[config.mk]
export PLATFORM = sky130hd
export DESIGN_NAME = dtc_top
export DESIGN_NICKNAME = d
export VERILOG_FILES = /design/src/rtl/dtc_pkg.sv /design/src/rtl/dtc_top.sv
export SDC_FILE = /design/constraint.sdc
export NUM_CORES = 1
export LEC_CHECK = 0
export BUFFER_PORTS_ARGS = -buffer_cell sky130_fd_sc_hd__buf_2
export CAP_MARGIN = 40
export CELL_PAD_IN_SITES_DETAIL_PLACEMENT = 1
export CELL_PAD_IN_SITES_GLOBAL_PLACEMENT = 2
export CORE_MARGIN = 2
export CORE_UTILIZATION = 35
export DETAILED_ROUTE_END_ITERATION = 8
export PLACE_DENSITY = 0.77
export SYNTH_ARGS = -nofsm -noshare
export SYNTH_HDL_FRONTEND = slang
export SYNTH_SLANG_ARGS = --single-unit
[constraint.sdc]
create_clock -name clk_sys_in -period 2.6 [get_ports clk_sys_in]
set_input_delay 0.26 -clock clk_sys_in [delete_from_list [all_inputs] [get_ports clk_sys_in]]
set_output_delay 0.26 -clock clk_sys_in [all_outputs]
set_load 0.02 [all_outputs]
[src/rtl/dtc_pkg.sv]
// Constants and types shared by the dual timer/counter control block.
package dtc_pkg;

   // ------------------------------------------------------------
   // Register offsets
   // ------------------------------------------------------------
   localparam logic [7:0] DTC_PRESCALE_ADDR = 8'h86;
   localparam logic [7:0] DTC_TIMER_RUN_AND_FLAG_CONTROL_ADDR     = 8'h88;
   localparam logic [7:0] DTC_TIMER_MODE_SELECT_ADDR     = 8'h89;
   localparam logic [7:0] DTC_TL0_ADDR      = 8'h8A;
   localparam logic [7:0] DTC_TL1_ADDR      = 8'h8B;
   localparam logic [7:0] DTC_TH0_ADDR      = 8'h8C;
   localparam logic [7:0] DTC_TH1_ADDR      = 8'h8D;
   localparam logic [7:0] DTC_CLKCFG_ADDR   = 8'h8E;

   // ------------------------------------------------------------
   // Field positions and reset values
   // ------------------------------------------------------------
   localparam int         DTC_DIVSEL_ONE_BIT  = 4;
   localparam int         DTC_DIVSEL_ZERO_BIT = 3;
   localparam logic [7:0] DTC_REG_RESET       = 8'h00;
   localparam logic [7:0] DTC_READ_UNMAPPED   = 8'h00;

   // Vector acknowledge bit positions.
   localparam int DTC_ACK_EXT0 = 0;
   localparam int DTC_ACK_TMR0 = 1;
   localparam int DTC_ACK_EXT1 = 2;
   localparam int DTC_ACK_TMR1 = 3;

   // ------------------------------------------------------------
   // Clock division counts
   // ------------------------------------------------------------
   localparam logic [3:0] DTC_DIV12_LAST = 4'hB;
   localparam logic [6:0] DTC_MASK_DIV4   = 7'h03;
   localparam logic [6:0] DTC_MASK_DIV16  = 7'h0F;
   localparam logic [6:0] DTC_MASK_DIV32  = 7'h1F;
   localparam logic [6:0] DTC_MASK_DIV128 = 7'h7F;

   // ------------------------------------------------------------
   // Types
   // ------------------------------------------------------------
   typedef enum logic [1:0] {
      DTC_MODE_13     = 2'b00,
      DTC_MODE_16     = 2'b01,
      DTC_MODE_RELOAD = 2'b10,
      DTC_MODE_SPLIT  = 2'b11
   } dtc_mode_e;

   typedef struct packed {
      logic overflow_flag_one;
      logic run_bit_one;
      logic overflow_flag_zero;
      logic run_bit_zero;
      logic ext_irq_flag_one;
      logic ext_irq_type_one;
      logic ext_irq_flag_zero;
      logic ext_irq_type_zero;
   } dtc_timer_run_and_flag_control_s;

   typedef struct packed {
      logic      pin_qualify;
      logic      count_external;
      dtc_mode_e mode;
   } dtc_timer_mode_select_half_s;

   typedef struct packed {
      dtc_timer_mode_select_half_s one;
      dtc_timer_mode_select_half_s zero;
   } dtc_timer_mode_select_s;

endpackage

[src/rtl/dtc_top.sv]
// Dual 16-bit timer/counter with run, gate, source and flag control.
//
// The implementer's own choice: the strobed register port.
`timescale 1ns/1ps
module dtc_top
   import dtc_pkg::*;
(
   input  wire logic       clk_sys_in,
   input  wire logic       rst_b_in,
   input  wire logic [7:0] addr_in,
   input  wire logic [7:0] wr_data_in,
   input  wire logic       wr_en_in,
   input  wire logic       rd_en_in,
   input  wire logic       ext_irq_input_zero_in,
   input  wire logic       ext_irq_input_one_in,
   input  wire logic       count_pin_zero_in,
   input  wire logic       count_pin_one_in,
   input  wire logic [3:0] vec_ack_in,
   output logic      [7:0] rd_data_out,
   output logic      [3:0] irq_req_out
);

   // ------------------------------------------------------------
   // Counting step
   // ------------------------------------------------------------
   // Returns {overflow, high, low} after one count in the given mode.
   function automatic logic [16:0] dtc_step(input dtc_mode_e m,
                                            input logic [7:0] th,
                                            input logic [7:0] tl);
      logic [13:0] s13;
      logic [16:0] s16;
      logic [8:0]  s8;
      s13 = {1'b0, th, tl[4:0]} + 14'h0001;
      s16 = {1'b0, th, tl} + 17'h0_0001;
      s8  = {1'b0, tl} + 9'h001;
      case (m)
         DTC_MODE_13:     dtc_step = {s13[13], s13[12:5], tl[7:5], s13[4:0]};
         DTC_MODE_16:     dtc_step = s16;
         DTC_MODE_RELOAD: dtc_step = {s8[8], th, (s8[8] ? th : s8[7:0])};
         default:         dtc_step = {s8[8], th, s8[7:0]};
      endcase
   endfunction

   // ------------------------------------------------------------
   // State
   // ------------------------------------------------------------
   dtc_timer_run_and_flag_control_s  timer_run_and_flag_control;
   dtc_timer_mode_select_s  timer_mode_select;
   logic [7:0] tl0, th0, tl1, th1;
   logic [1:0] prescale;
   logic       divsel0, divsel1;
   logic [6:0] free_cnt;
   logic [3:0] div12_cnt;
   logic       cp0_prev, cp1_prev, ext_irq_input_zero_prev, ext_irq_input_one_prev;

   // ------------------------------------------------------------
   // Register decode
   // ------------------------------------------------------------
   wire wr_timer_run_and_flag_control = wr_en_in && (addr_in == DTC_TIMER_RUN_AND_FLAG_CONTROL_ADDR);
   wire wr_timer_mode_select = wr_en_in && (addr_in == DTC_TIMER_MODE_SELECT_ADDR);
   wire wr_tl0  = wr_en_in && (addr_in == DTC_TL0_ADDR);
   wire wr_tl1  = wr_en_in && (addr_in == DTC_TL1_ADDR);
   wire wr_th0  = wr_en_in && (addr_in == DTC_TH0_ADDR);
   wire wr_th1  = wr_en_in && (addr_in == DTC_TH1_ADDR);
   wire wr_ckc  = wr_en_in && (addr_in == DTC_CLKCFG_ADDR);
   wire wr_psc  = wr_en_in && (addr_in == DTC_PRESCALE_ADDR);
   wire dtc_timer_run_and_flag_control_s wr_timer_run_and_flag_control_val = dtc_timer_run_and_flag_control_s'(wr_data_in);

   // Unmapped offsets and unused bits read as zero.
   wire [7:0] ckc_rd = {3'h0, divsel1, divsel0, 3'h0};
   wire [7:0] rd_mux =
      (addr_in == DTC_TIMER_RUN_AND_FLAG_CONTROL_ADDR)     ? timer_run_and_flag_control :
      (addr_in == DTC_TIMER_MODE_SELECT_ADDR)     ? timer_mode_select :
      (addr_in == DTC_TL0_ADDR)      ? tl0  :
      (addr_in == DTC_TL1_ADDR)      ? tl1  :
      (addr_in == DTC_TH0_ADDR)      ? th0  :
      (addr_in == DTC_TH1_ADDR)      ? th1  :
      (addr_in == DTC_CLKCFG_ADDR)   ? ckc_rd :
      (addr_in == DTC_PRESCALE_ADDR) ? {6'h00, prescale} : DTC_READ_UNMAPPED;

   // ------------------------------------------------------------
   // Time base
   // ------------------------------------------------------------
   // One free counter serves every power-of-two divide so both timers stay in phase.
   wire [6:0] psc_mask = (prescale == 2'b00) ? DTC_MASK_DIV4  :
                         (prescale == 2'b01) ? DTC_MASK_DIV16 :
                         (prescale == 2'b10) ? DTC_MASK_DIV32 : DTC_MASK_DIV128;
   wire tick4    = ((free_cnt & DTC_MASK_DIV4) == DTC_MASK_DIV4);
   wire tick_psc = ((free_cnt & psc_mask) == psc_mask);
   wire tick12   = (div12_cnt == DTC_DIV12_LAST);
   wire t0_int   = divsel0 ? tick_psc : tick12;
   wire t1_int   = divsel1 ? tick4 : tick12;

   // ------------------------------------------------------------
   // Count enables
   // ------------------------------------------------------------
   wire fall_cp0  = cp0_prev & ~count_pin_zero_in;
   wire fall_cp1  = cp1_prev & ~count_pin_one_in;
   wire fall_ext_irq_input_zero = ext_irq_input_zero_prev & ~ext_irq_input_zero_in;
   wire fall_ext_irq_input_one = ext_irq_input_one_prev & ~ext_irq_input_one_in;
   wire en0  = timer_run_and_flag_control.run_bit_zero & (~timer_mode_select.zero.pin_qualify | ext_irq_input_zero_in);
   wire en1  = timer_run_and_flag_control.run_bit_one & (~timer_mode_select.one.pin_qualify | ext_irq_input_one_in);
   wire src0 = timer_mode_select.zero.count_external ? fall_cp0 : t0_int;
   wire src1 = timer_mode_select.one.count_external ? fall_cp1 : t1_int;
   wire split0 = (timer_mode_select.zero.mode == DTC_MODE_SPLIT);
   wire inc0   = en0 & src0;
   // Timer one halts in split mode of its own field.
   wire inc1   = en1 & src1 & (timer_mode_select.one.mode != DTC_MODE_SPLIT);
   // In split mode the high byte of timer zero is a plain timer on timer one's run bit.
   wire inc0h  = split0 & timer_run_and_flag_control.run_bit_one & t1_int;

   wire [16:0] step0 = dtc_step(timer_mode_select.zero.mode, th0, tl0);
   wire [16:0] step1 = dtc_step(timer_mode_select.one.mode, th1, tl1);
   wire [8:0]  th0_inc = {1'b0, th0} + 9'h001;
   wire ovf0 = inc0 & step0[16];
   // Split mode steals timer one's flag, so timer one overflows are dropped then.
   wire ovf1 = (inc1 & step1[16] & ~split0) | (inc0h & th0_inc[8]);

   // ------------------------------------------------------------
   // Next values of counters
   // ------------------------------------------------------------
   // A software write beats a count in the same cycle.
   wire [7:0] next_tl0 = wr_tl0 ? wr_data_in : (inc0 ? step0[7:0] : tl0);
   wire [7:0] next_th0 = wr_th0 ? wr_data_in :
                         (inc0 & ~split0) ? step0[15:8] :
                         inc0h ? th0_inc[7:0] : th0;
   wire [7:0] next_tl1 = wr_tl1 ? wr_data_in : (inc1 ? step1[7:0] : tl1);
   wire [7:0] next_th1 = wr_th1 ? wr_data_in : (inc1 ? step1[15:8] : th1);

   // ------------------------------------------------------------
   // Next value of control register
   // ------------------------------------------------------------
   // Hardware setting wins over both software clear and vector clear.
   dtc_timer_run_and_flag_control_s next_timer_run_and_flag_control;
   always_comb begin
      next_timer_run_and_flag_control = wr_timer_run_and_flag_control ? wr_timer_run_and_flag_control_val : timer_run_and_flag_control;
      next_timer_run_and_flag_control.overflow_flag_one = ovf1 |
         (wr_timer_run_and_flag_control ? wr_timer_run_and_flag_control_val.overflow_flag_one
                  : timer_run_and_flag_control.overflow_flag_one & ~vec_ack_in[DTC_ACK_TMR1]);
      next_timer_run_and_flag_control.overflow_flag_zero = ovf0 |
         (wr_timer_run_and_flag_control ? wr_timer_run_and_flag_control_val.overflow_flag_zero
                  : timer_run_and_flag_control.overflow_flag_zero & ~vec_ack_in[DTC_ACK_TMR0]);
      // Level mode simply mirrors the inverted input; acks have no effect there.
      next_timer_run_and_flag_control.ext_irq_flag_one = timer_run_and_flag_control.ext_irq_type_one ?
         (fall_ext_irq_input_one | (wr_timer_run_and_flag_control ? wr_timer_run_and_flag_control_val.ext_irq_flag_one
                   : timer_run_and_flag_control.ext_irq_flag_one & ~vec_ack_in[DTC_ACK_EXT1]))
         : ~ext_irq_input_one_in;
      next_timer_run_and_flag_control.ext_irq_flag_zero = timer_run_and_flag_control.ext_irq_type_zero ?
         (fall_ext_irq_input_zero | (wr_timer_run_and_flag_control ? wr_timer_run_and_flag_control_val.ext_irq_flag_zero
                   : timer_run_and_flag_control.ext_irq_flag_zero & ~vec_ack_in[DTC_ACK_EXT0]))
         : ~ext_irq_input_zero_in;
   end

   // ------------------------------------------------------------
   // Control and mode registers
   // ------------------------------------------------------------
   always_ff @(posedge clk_sys_in) begin
      if (!rst_b_in) begin
         timer_run_and_flag_control <= dtc_timer_run_and_flag_control_s'(DTC_REG_RESET);
         timer_mode_select <= dtc_timer_mode_select_s'(DTC_REG_RESET);
      end else begin
         timer_run_and_flag_control <= next_timer_run_and_flag_control;
         if (wr_timer_mode_select) begin
            timer_mode_select <= dtc_timer_mode_select_s'(wr_data_in);
         end
      end
   end

   // ------------------------------------------------------------
   // Counters and clock configuration
   // ------------------------------------------------------------
   always_ff @(posedge clk_sys_in) begin
      if (!rst_b_in) begin
         tl0      <= DTC_REG_RESET;
         th0      <= DTC_REG_RESET;
         tl1      <= DTC_REG_RESET;
         th1      <= DTC_REG_RESET;
         prescale <= 2'b00;
         divsel0  <= 1'b0;
         divsel1  <= 1'b0;
      end else begin
         tl0 <= next_tl0;
         th0 <= next_th0;
         tl1 <= next_tl1;
         th1 <= next_th1;
         if (wr_psc) begin
            prescale <= wr_data_in[1:0];
         end
         if (wr_ckc) begin
            divsel0 <= wr_data_in[DTC_DIVSEL_ZERO_BIT];
            divsel1 <= wr_data_in[DTC_DIVSEL_ONE_BIT];
         end
      end
   end

   // ------------------------------------------------------------
   // Time base and pin history
   // ------------------------------------------------------------
   // Pins idle high, so history resets high to avoid a false edge.
   always_ff @(posedge clk_sys_in) begin
      if (!rst_b_in) begin
         free_cnt  <= 7'h00;
         div12_cnt <= 4'h0;
         cp0_prev  <= 1'b1;
         cp1_prev  <= 1'b1;
         ext_irq_input_zero_prev <= 1'b1;
         ext_irq_input_one_prev <= 1'b1;
      end else begin
         free_cnt  <= free_cnt + 7'h01;
         div12_cnt <= tick12 ? 4'h0 : div12_cnt + 4'h1;
         cp0_prev  <= count_pin_zero_in;
         cp1_prev  <= count_pin_one_in;
         ext_irq_input_zero_prev <= ext_irq_input_zero_in;
         ext_irq_input_one_prev <= ext_irq_input_one_in;
      end
   end

   // ------------------------------------------------------------
   // Outputs
   // ------------------------------------------------------------
   // Read data stands only in the cycle after the read strobe.
   always_ff @(posedge clk_sys_in) begin
      if (!rst_b_in) begin
         rd_data_out <= 8'h00;
         irq_req_out <= 4'h0;
      end else begin
         rd_data_out <= rd_en_in ? rd_mux : 8'h00;
         irq_req_out <= {next_timer_run_and_flag_control.overflow_flag_one, next_timer_run_and_flag_control.ext_irq_flag_one,
                         next_timer_run_and_flag_control.overflow_flag_zero, next_timer_run_and_flag_control.ext_irq_flag_zero};
      end
   end
endmodule

==> results of run 1 <==
## final cells by class
class	count	area, sq um	area share
clock buffer	9	225.2	0.04192
clock inverter	7	52.55	0.009781
inverter	12	45.04	0.008384
multi-input combinational	478	2953	0.5496
sequential	75	1501	0.2795
tap	176	220.2	0.04099
timing repair buffer	63	375.4	0.06986
## power by group
part	total (mW)	switching (mW)	internal (mW)
sequential	1.17	0.0113	1.16
combinational	0.161	0.105	0.0555
clock	1.20	0.544	0.651
## cell families after synthesis
logic type / share of synthesized area
AND/OR/NAND/NOR: 0.2681
AO/OA/AOI/OAI: 0.2596
flip-flops: 0.3195
buffers and inverters: 0.05271
XOR/XNOR: 0.03914
multiplexers: 0.04766
adder cells (fa/ha/maj): 0.01331
## worst max path at each step
stage / from / to / slack (ns) / cells after the start
floorplan: free_cnt[0] / tl0[5] / 0.56 / 8
global placement: free_cnt[0] / th0[1] / 0.30 / 8
detailed placement: free_cnt[0] / th0[3] / 0.17 / 8
CTS: free_cnt[0] / th0[3] / 0.16 / 8
global route: div12_cnt[0] / th1[7] / 0.1 / 8
finish: free_cnt[0] / tl0[5] / 0.28 / 7
## metal layers
metal	GRT usage	share of wire	vias up	wire, um
met5	0	0	-	0
met4	0.08162	0.023	0	397
met3	0.03755	0.045	26	767
met2	0.3868	0.45	123	7826
met1	0.3464	0.48	2378	8217
li1	-	-	2278	-
## worst max-delay path, stage by stage (launching register included)
cell and delay [ns]:
dfxtp_1 0.37, ha_1 0.28, nand2_1 0.09, a311o_1 0.37, a21oi_1 0.38, o21ai_0 0.28, a311oi_1 0.32, o32ai_1 0.11
## state kept, by name, indices dropped and copies added (netlist names), 4 cells and up
signal / flops
th1: 8
tl0: 8
div12_cnt: 4
th0: 8
timer_mode_select: 8
timer_run_and_flag_control: 5
rd_data_out: 8
tl1: 8
free_cnt: 7
## cells in the mapped netlist (10+ instances only)
master    instances
o21ai_0          41
a31oi_1          13
nand2_1          70
nand4_1          10
dfxtp_1          75
nand3_1          33
clkbuf_1         28
xnor2_1          15
nand2b_1         12
a21boi_0         13
inv_1            12
nor2b_1          21
o22ai_1          13
nor2_1           42
mux2i_1          19
a21oi_1          40
## per-stage QoR
| step | setup slack [ns] | power (mW) |
|---|---|---|
| floorplan | 0.5609 | 1.281 |
| detailed placement | 0.1707 | 1.360 |
| CTS | 0.1550 | 2.545 |
| global placement | 0.2978 | 1.356 |
| finish | 0.2781 | 2.530 |
| global route | 0.09530 | 2.619 |
## what timing repair did
| item | CTS | global route |
|---|---|---|
| hold buffers | 0 | 0 |
| resized for setup | 0 | 1 |
| endpoints found under the hold margin | 0 | 0 |
| endpoints found under the setup margin | 0 | 2 |
## layout by cell type, fill, tap and decap left out, drive strengths merged, types with 11 or more instances in the layout
cell,instances
dfxtp,75
nand2,71
buf,63
nor2,44
o21ai,43
a21oi,41
nand3,34
nor2b,21
mux2i,19
xnor2,15
a21boi,14
inv,14
a31oi,13
o22ai,13
nand2b,12
nor3,11
==> results.md, run 1 <==
- Worst Path Required: 2.81 ns
- Num CTS Buffers: 9
- Area leader, netlist: dfxtp_1
- 1st-iter DRT viols: 365
- Starting Density: 0.3563
- Fillers: 1632
- Area delta synth->final: 14.32%
- Post-synth ARST share: 0
- Maximum clock path buffer count: 2
- Fin cells: 820
- Startpoint Class: flop
- Hold path depth: 2
- Layout cells sized above 1: 0.1553
- Worst Path Max Fanout: 5
- Leak: 1.818 nW
- Kind of critical path: flop to flop
- Worst-Margin Slew: 0.7506 ns
- Final hold slack: 0.1041 ns
- Antenna Nets Post-Route: 0
- Grt ovf: 0
- Power per cell area: 471.0 nW/um^2
- Top FF cell, synth: dfxtp_1
- DPL Wire Length: 12.76 mm
- Worst Hold Launch: count_pin_zero_in
- EDFF count, synth: 0
- R2r worst-path depth: 7
- CTS tree: yes
- Detailed Route WL: 17.21 mm
- Hold Path Sink: cp0_prev
- Status: complete, no violations
- # nets final: 672
- Vias/cell: 5.860
- MaxCap Viol Count: 0
- GRT Overall Usage: 0.2466
- Fmax: 430.7 MHz
- Placed Instances: 804
- Endpoints failing setup: 0
- Post-Layout Inst Area: 5373 sq um
- Die ar.: 14370 sq um
- Peak supply drop: 254.2 uV
- Via total after detailed routing: 4805
- Area of the core: 13190 sq um
- Count of cell types in the netlist: 68
- # port buffers: 39
- I/O Pins: 40
- Post-DP Area: 5092 sq um
- Reg2Reg Capture Point: tl0[5]
- Hold Vio Cnt, Final: 0
- Syn Inst Count: 609
- Clock-pin slew on the worst setup and hold paths: 0.06 ns
- GPL Wtd Cong: 0.8471
- TNS Setup: 0 ns
- Syn avg cell area: 7.717 sq um
- Worst-Skew Late Latency: 0.35 ns
- Residual DRC: 0
- Class of the worst hold path: input pin to flop
- Slew Viols, Final: 0
- Post-CTS setup buffer count: 0
- Synth warn: 0
- TritonRoute pass-1 iters: 5
- Clk_skew: 0.006147 ns
- Vias in the first global route: 4683
- First-pass GRT wire length: 27.09 mm
- R2r startpoint: free_cnt[0]
- Sink Count: 75
- Cell Area, Synth: 4700 sq um
- Final min period: 2.322 ns
- Top cell type's share of synthesized area: 0.3195
- Die height: 119.9 um
- Largest net degree at the start of global routing: 37
- Die width: 119.9 um
- Register bit total from synthesis: 75
- Reg2reg setup slack: 0.28 ns
- Drt wl/cell: 20.98 um
- Initial antenna violation count: 0
- Ant. Diodes: 0
- Post-layout util: 0.4073
- Synth top area cells: dfxtp_1, nand2_1, o21ai_0
- Fin crit share: 0.8930
- Crit. End Element: flop
- Mapped Nets: 642
- RSZ-0062 raised after global routing: false
- Relative slew slack: 0.4996
- CTS HTree Levels: 3
- Clock root buffer: clkbuf_16
- WP data arrival: 2.53 ns
- FP Rows: 42
- Seq/Total Area, Yosys: 0.3195
Power figures use the tool's default switching activity.
==> run 2, diff against run 1 <==
RECOVER_POWER = 50   (was default)
==> run 2 against run 1 <==
  * The flow now finishes with violations (max-capacitance violations, max-slew violations)
  * Sequential cell count did not move
  * Clock-buffer cell count unchanged
  * Utilization fell by 0.28 points
  * Routed wire length rose by 0.24%
  * Maximum frequency is 2.7% lower
  * Design area shrank 0.68%
==> results.md, run 2 (synthesis results as in run 1) <==
- Crit. End Element: flop
- Slowest stage delay, CP: 0.37 ns (about the same)
- Worst Path Required: 2.87 ns (+0.06 ns)
- Ant. Diodes: 0 (unchanged)
- DPL Wire Length: 12.76 mm (unchanged)
- FP Rows: 42 (unchanged)
- Peak supply drop: 254.3 uV (about the same)
- WP data arrival: 2.66 ns (+0.13 ns)
- Post-Layout Inst Area: 5336 sq um (-0.68%)
- Switching part of the total: 0.2620 (+0.0008325)
- Slowest CP cell: dfxtp_1
- Design Power: 2.531 mW (about the same)
- Detailed Route WL: 17.25 mm (+0.24%)
- Clk_skew: 0.006222 ns (+0.00007435 ns)
- Slew Viols, Final: 37 (+37)
- Status: complete, but fails checks
- Startpoint Class: flop
- Met1 usage: 0.3464 (unchanged)
- Post-DP Area: 5092 sq um (unchanged)
- # nets final: 672 (unchanged)
- TNS Setup: 0 ns (unchanged)
- # port buffers: 39 (unchanged)
- Post-CTS setup buffer count: 0 (unchanged)
- Layout cells sized above 1: 0.1273 (-0.02795)
- 1st-iter DRT viols: 345 (-5.5%)
- CTS HTree Levels: 3 (unchanged)
- Initial antenna violation count: 0 (unchanged)
- GRT met2 Usage: 0.3868 (unchanged)
- Vias in the first global route: 4683 (unchanged)
- Seq pwr share: 0.464 (about the same)
- Antenna Nets Post-Route: 0 (unchanged)
- GRT Overall Usage: 0.2466 (unchanged)
- CTS tree: yes
- Gate power share: 0.063 (about the same)
- Hold Vio Cnt, Final: 0 (unchanged)
- Area of the core: 13190 sq um (unchanged)
- Crit path cell chain: ha_1 -> nand2_1 -> a311o_1 -> a21o_1 -> o21ai_1 -> nand2b_2 -> o221ai_1 -> a21oi_1
- Area delta synth->final: 13.55%
- Endpoints failing setup: 0 (unchanged)
- First-pass GRT wire length: 27.09 mm (unchanged)
- Maximum clock path buffer count: 2 (unchanged)
- Leak: 1.746 nW (-3.9%)
- Clock root buffer: clkbuf_16
- Worst Path Max Fanout: 12 (+7)
- MaxCap Viol Count: 1 (+1)
- Busiest grt layer: met2
- I/O Pins: 40 (unchanged)
- GPL Wtd Cong: 0.8471 (unchanged)
- Pint: 1.868 mW (about the same)
- Clock-pin slew on the worst setup and hold paths: 0.06 ns (about the same)
- Clock share of power: 0.473 (about the same)
- Num CTS Buffers: 9 (unchanged)
- Failing checks: max-capacitance violations, max-slew violations
- Fin crit share: 0.9182 (+0.02516)
- Residual DRC: 0 (unchanged)
- Drt wl/cell: 21.03 um (+0.24%)
- Sw power: 0.6632 mW (+0.34%)
- Sink Count: 75 (unchanged)
- Final min period: 2.387 ns (+0.06542 ns)
- Reg2reg setup slack: 0.21 ns (-0.07 ns)
- Worst-Margin Slew: 1.778 ns (+1.027 ns)
- TritonRoute pass-1 iters: 5 (unchanged)
- GR met3 Demand/Resource: 0.03755 (unchanged)
- Most frequent cells in the layout: dfxtp_1, nand2_1, nor2_1, o21ai_0, a21oi_1
- Power per cell area: 474.3 nW/um^2 (+0.70%)
- RSZ-0062 raised after global routing: false
- Die height: 119.9 um (unchanged)
- Vias/cell: 5.879 (+0.33%)
- Worst-Skew Late Latency: 0.35 ns (about the same)
- Fmax: 418.9 MHz (-2.7%)
- Most common library cell in the layout ignoring fill and taps: dfxtp_1
- Die ar.: 14370 sq um (unchanged)
- Kind of critical path: flop to flop
- Placed Instances: 804 (unchanged)
- Relative slew slack: -0.1853 (-0.6849)
- Largest net degree at the start of global routing: 37 (unchanged)
- Die width: 119.9 um (unchanged)
- Starting Density: 0.3563 (unchanged)
- Via total after detailed routing: 4821 (+0.33%)
- Fin cells: 820 (unchanged)
- Class of the worst hold path: input pin to flop
- Grt ovf: 0 (unchanged)
## run 2: cell count changes in the layout (fill, tap and decap cells not counted), sizes merged
cell,change
buf,-16
clkbuf,+16
## run 2: area by class of cell
| class | count | area (sq um) |
|---|---|---|
| fillers | 1645 | 7854 |
| multi-input cells | 478 | 2944 |
| flip-flops and latches | 75 | 1501 |
| repair buffers | 63 | 347.8 |
| clock buffers | 9 | 225.2 |
| well taps | 176 | 220.2 |
| clock inverters | 7 | 52.55 |
| inverters | 12 | 45.04 |
## run 2: critical path: cells and delay by family, from the launching register on
family | cells | cell delay (ns)
compound gates | 5 | 1.25
fa+ha+maj | 1 | 0.28
simple gates | 2 | 0.42
flops | 1 | 0.37
## run 2: power by group through the flow
| stage | clock network [mW] | registers, mW | logic [mW] |
|---|---|---|---|
| after floorplan | 0 | 1.20 | 0.0843 |
| after global placement | 0 | 1.20 | 0.157 |
| after detailed placement | 0 | 1.20 | 0.160 |
| after CTS | 1.21 | 1.17 | 0.161 |
| after global routing | 1.27 | 1.18 | 0.172 |
| final | 1.20 | 1.17 | 0.159 |
## run 2: repair_timing
item,4_1_cts,5_1_grt
resized for setup,0,1
endpoints found under the setup margin,0,2
hold buffers,0,0
## run 2: stage by stage
| step | hold WS, ns | setup WS, ns | utilization |
|---|---|---|---|
| floorplan | 0.3615 | 0.5609 | - |
| global placement | 0.4256 | 0.2978 | 0.3861 |
| detailed placement | 0.4480 | 0.1707 | 0.3861 |
| CTS | 0.1014 | 0.1550 | 0.4071 |
| global route | 0.1269 | 0.05362 | 0.4046 |
| finish | 0.1044 | 0.2127 | 0.4046 |
## run 2: path summary, 6_finish.rpt
kind | cells after the start | endpoint | startpoint
hold reg to reg | 1 | div12_cnt[0] | div12_cnt[0]
hold / removal | 2 | cp0_prev | count_pin_zero_in
setup / recovery | 8 | th0[3] | free_cnt[0]
setup reg to reg | 8 | th0[3] | free_cnt[0]
## run 2: routing by layer
metal / share of wire / vias up
met2: 0.46 / 126
li1: - / 2278
met5: 0 / -
met3: 0.051 / 22
met4: 0.021 / 0
met1: 0.47 / 2395
==> run 3, diff against run 2 <==
ABC_AREA = 1   (was default)
BUFFER_PORTS_ARGS = default   (was -buffer_cell sky130_fd_sc_hd__buf_2)
DONT_BUFFER_PORTS = 1   (was default)
PLACE_DENSITY = 0.79   (was 0.77)
==> run 3 against run 2 <==
  * The flow now finishes without violations
  * Non-clock buffer count down 56
  * Critical path type unchanged
  * Via count is 16% higher
  * Synthesized cell count grew 33%
==> results.md, run 3 <==
- Status: complete, no violations
- Area of the core: 13930 sq um (+5.6%)
- WP data arrival: 2.45 ns (-0.21 ns)
- Fmax: 457.3 MHz (+9.2%)
- Leak: 2.230 nW (+28%)
- Peak supply drop: 383.5 uV (+51%)
- Area delta synth->final: 9.773%
- Vias in the first global route: 5435 (+16%)
- Synth top area cells: dfxtp_1, nand2_1, o21ai_0
- TritonRoute pass-1 iters: 5 (unchanged)
- RSZ-0062 raised after global routing: false
- Vias/cell: 5.589 (-4.9%)
- Maximum clock path buffer count: 2 (unchanged)
- Initial antenna violation count: 0 (unchanged)
- Slowest CP cell: dfxtp_1
- # nets final: 847 (+26%)
- Post-layout util: 0.3944 (-0.01021)
- Post_cts resized: 0 (unchanged)
- Residual DRC: 0 (unchanged)
- 1st-iter DRT viols: 511 (+48%)
- MaxCap Viol Count: 0 (-1)
- Die width: 123.6 um (+3.1%)
- Clock root buffer: clkbuf_16
- Detailed Route WL: 20.24 mm (+17%)
- Final hold slack: 0.01922 ns (-0.08514 ns)
- Synth warn: 0 (unchanged)
- TNS Setup: 0 ns (unchanged)
- Antenna Nets Post-Route: 0 (unchanged)
- Design Power: 2.584 mW (+2.1%)
- Worst-Skew Late Latency: 0.35 ns (about the same)
- Endpoints failing setup: 0 (unchanged)
- First-pass GRT wire length: 30.98 mm (+14%)
- Crit path buf inv count: 1 (+1)
- EDFF count, synth: 0 (unchanged)
- CTS tree: yes
- Worst Path Max Fanout: 6 (-6)
- CP startpoint: tl0[0]
- Power per cell area: 470.3 nW/um^2 (-0.84%)
- Worst-Margin Slew: 1.264 ns (-0.5142 ns)
- Via total after detailed routing: 5583 (+16%)
- CP most frequent cell: nand2_1
- Cell Area, Synth: 5006 sq um (+6.5%)
- Area leader, netlist: dfxtp_1
- Top cells by count, synth: nand2_1, inv_1, o21ai_0
- Clk_skew: 0.005887 ns (-0.0003344 ns)
- Top cell type's share of synthesized area: 0.2999 (-0.01956)
- Slew Viols, Final: 0 (-100%)
- Fin crit share: 0.8410 (-0.07718)
- Ant. Diodes: 0 (unchanged)
- Count of cell types in the netlist: 37 (-46%)
- Class of the worst hold path: input pin to flop
- Most common library cell in the layout ignoring fill and taps: nand2_1
- Syn Inst Count: 812 (+33%)
- Slowest stage delay, CP: 0.44 ns (+0.07 ns)
- Post-synth ARST share: 0 (unchanged)
- Post-DP Area: 5189 sq um (+1.9%)
- Top FF cell, synth: dfxtp_1
- CTS HTree Levels: 3 (unchanged)
- Starting Density: 0.3593 (+0.002964)
- Relative slew slack: 0.1575 (+0.3428)
- Top-count cell post-synth: nand2_1
- Num CTS Buffers: 9 (unchanged)
- Final min period: 2.187 ns (-0.2007 ns)
- Worst Hold Launch: count_pin_zero_in
- Die ar.: 15280 sq um (+6.3%)
- Drt wl/cell: 20.26 um (-3.7%)
- Sink Count: 75 (unchanged)
- # port buffers: 0 (-100%)
- Die height: 123.6 um (+3.1%)
- Register bit total from synthesis: 75 (unchanged)
- I/O Pins: 40 (unchanged)
- Layout cells sized above 1: 0.06716 (-0.06017)
- Hold Vio Cnt, Final: 0 (unchanged)
- Worst Path Required: 2.86 ns (about the same)
- Syn avg cell area: 6.165 sq um (-20%)
- Mapped Nets: 845 (+32%)
- Crit. End Element: flop
- Post-Layout Inst Area: 5495 sq um (+3.0%)
- Clock-pin slew on the worst setup and hold paths: 0.06 ns (about the same)
- Delay-heaviest family, CP: simple AND/OR/NAND/NOR gates
- Crit path cell chain: ha_1 -> nand2_1 -> nor2_1 -> inv_1 -> o21ai_0 -> nand3_1 -> nand2_1 -> nand2_1 -> nand3_1 -> nand2_1 -> a21oi_1
- Largest net degree at the start of global routing: 33 (-11%)
- FP Rows: 43 (+2.4%)
- Kind of critical path: flop to flop
- GRT Overall Usage: 0.2735 (+0.02695)
- Grt ovf: 0 (unchanged)
- Most frequent cells in the layout: nand2_1, inv_1, o21ai_0, nor2_1, a21oi_1
- Seq/Total Area, Yosys: 0.2999 (-0.01956)
- DPL Wire Length: 15.82 mm (+24%)
- R2r startpoint: tl0[0]
- Startpoint Class: flop
- GPL Wtd Cong: 0.9062 (+7.0%)
## run 3: cell count changes after synthesis, moves of 9 or more
cell and change:
nand2_1 +120, clkbuf_1 -21, nand2_2 +10, a21boi_0 -13, nor2_1 +40, o21ai_0 +45, a21oi_1 +39, mux2i_1 -19
nand4_1 +9, nand3_1 +26, nand2b_1 -12, nor2b_1 -21, xnor2_1 -10, inv_1 +91
## run 3: logic make-up (layout without fill, tap and decap cells)
group,Yosys count,after routing,synth area share
AOI/OAI and AO/OA,196,196,0.2069
xor gates and xnor gates,18,18,0.03149
adders and majority gates,5,5,0.01250
buffers and inverters,125,132,0.09923
DFF,75,75,0.2999
and+or+nand+nor,393,393,0.3499
## run 3: layer usage
layer  vias to the layer above  wire, um  track usage
met3                        17      1242      0.06364
li1                       2688         -            -
met1                      2720      9862       0.3924
met4                         0       276      0.04972
met5                         -         0            0
met2                       158      8861       0.4214
## run 3: final cells by class
cell class | count | area (sq um)
inverters | 109 | 409.1
well taps | 180 | 225.2
flip-flops and latches | 75 | 1501
multi-input cells | 612 | 2995
clock inverters | 5 | 60.06
repair buffers | 7 | 51.30
fillers | 1903 | 8439
clock buffers | 11 | 252.7
## run 3: repair_timing
item                                   CTS  global route
endpoints found under the hold margin    2             0
setup buffers                            0             0
hold buffers                             1             0
## run 3: report_power, final
| group | switching (mW) | internal, mW |
|---|---|---|
| clock network | 0.532 | 0.799 |
| logic | 0.0541 | 0.0237 |
| registers | 0.0121 | 1.16 |
| total | 0.598 | 1.99 |
## run 3: through the flow
step           instances  worst slack (ns)
5_1_grt              999            0.1579
6_report             999            0.4133
3_3_place_gp         982            0.4937
2_1_floorplan        812            0.9245
4_1_cts              999            0.4417
3_5_place_dp         982            0.4619
## run 3: path summary, 6_finish.rpt
path                   to  slack (ns)  cells past startpoint
min              cp0_prev        0.02                      2
min reg2reg  div12_cnt[0]        0.46                      1
max reg2reg        th0[7]        0.41                     11
max                th0[7]        0.41                     11
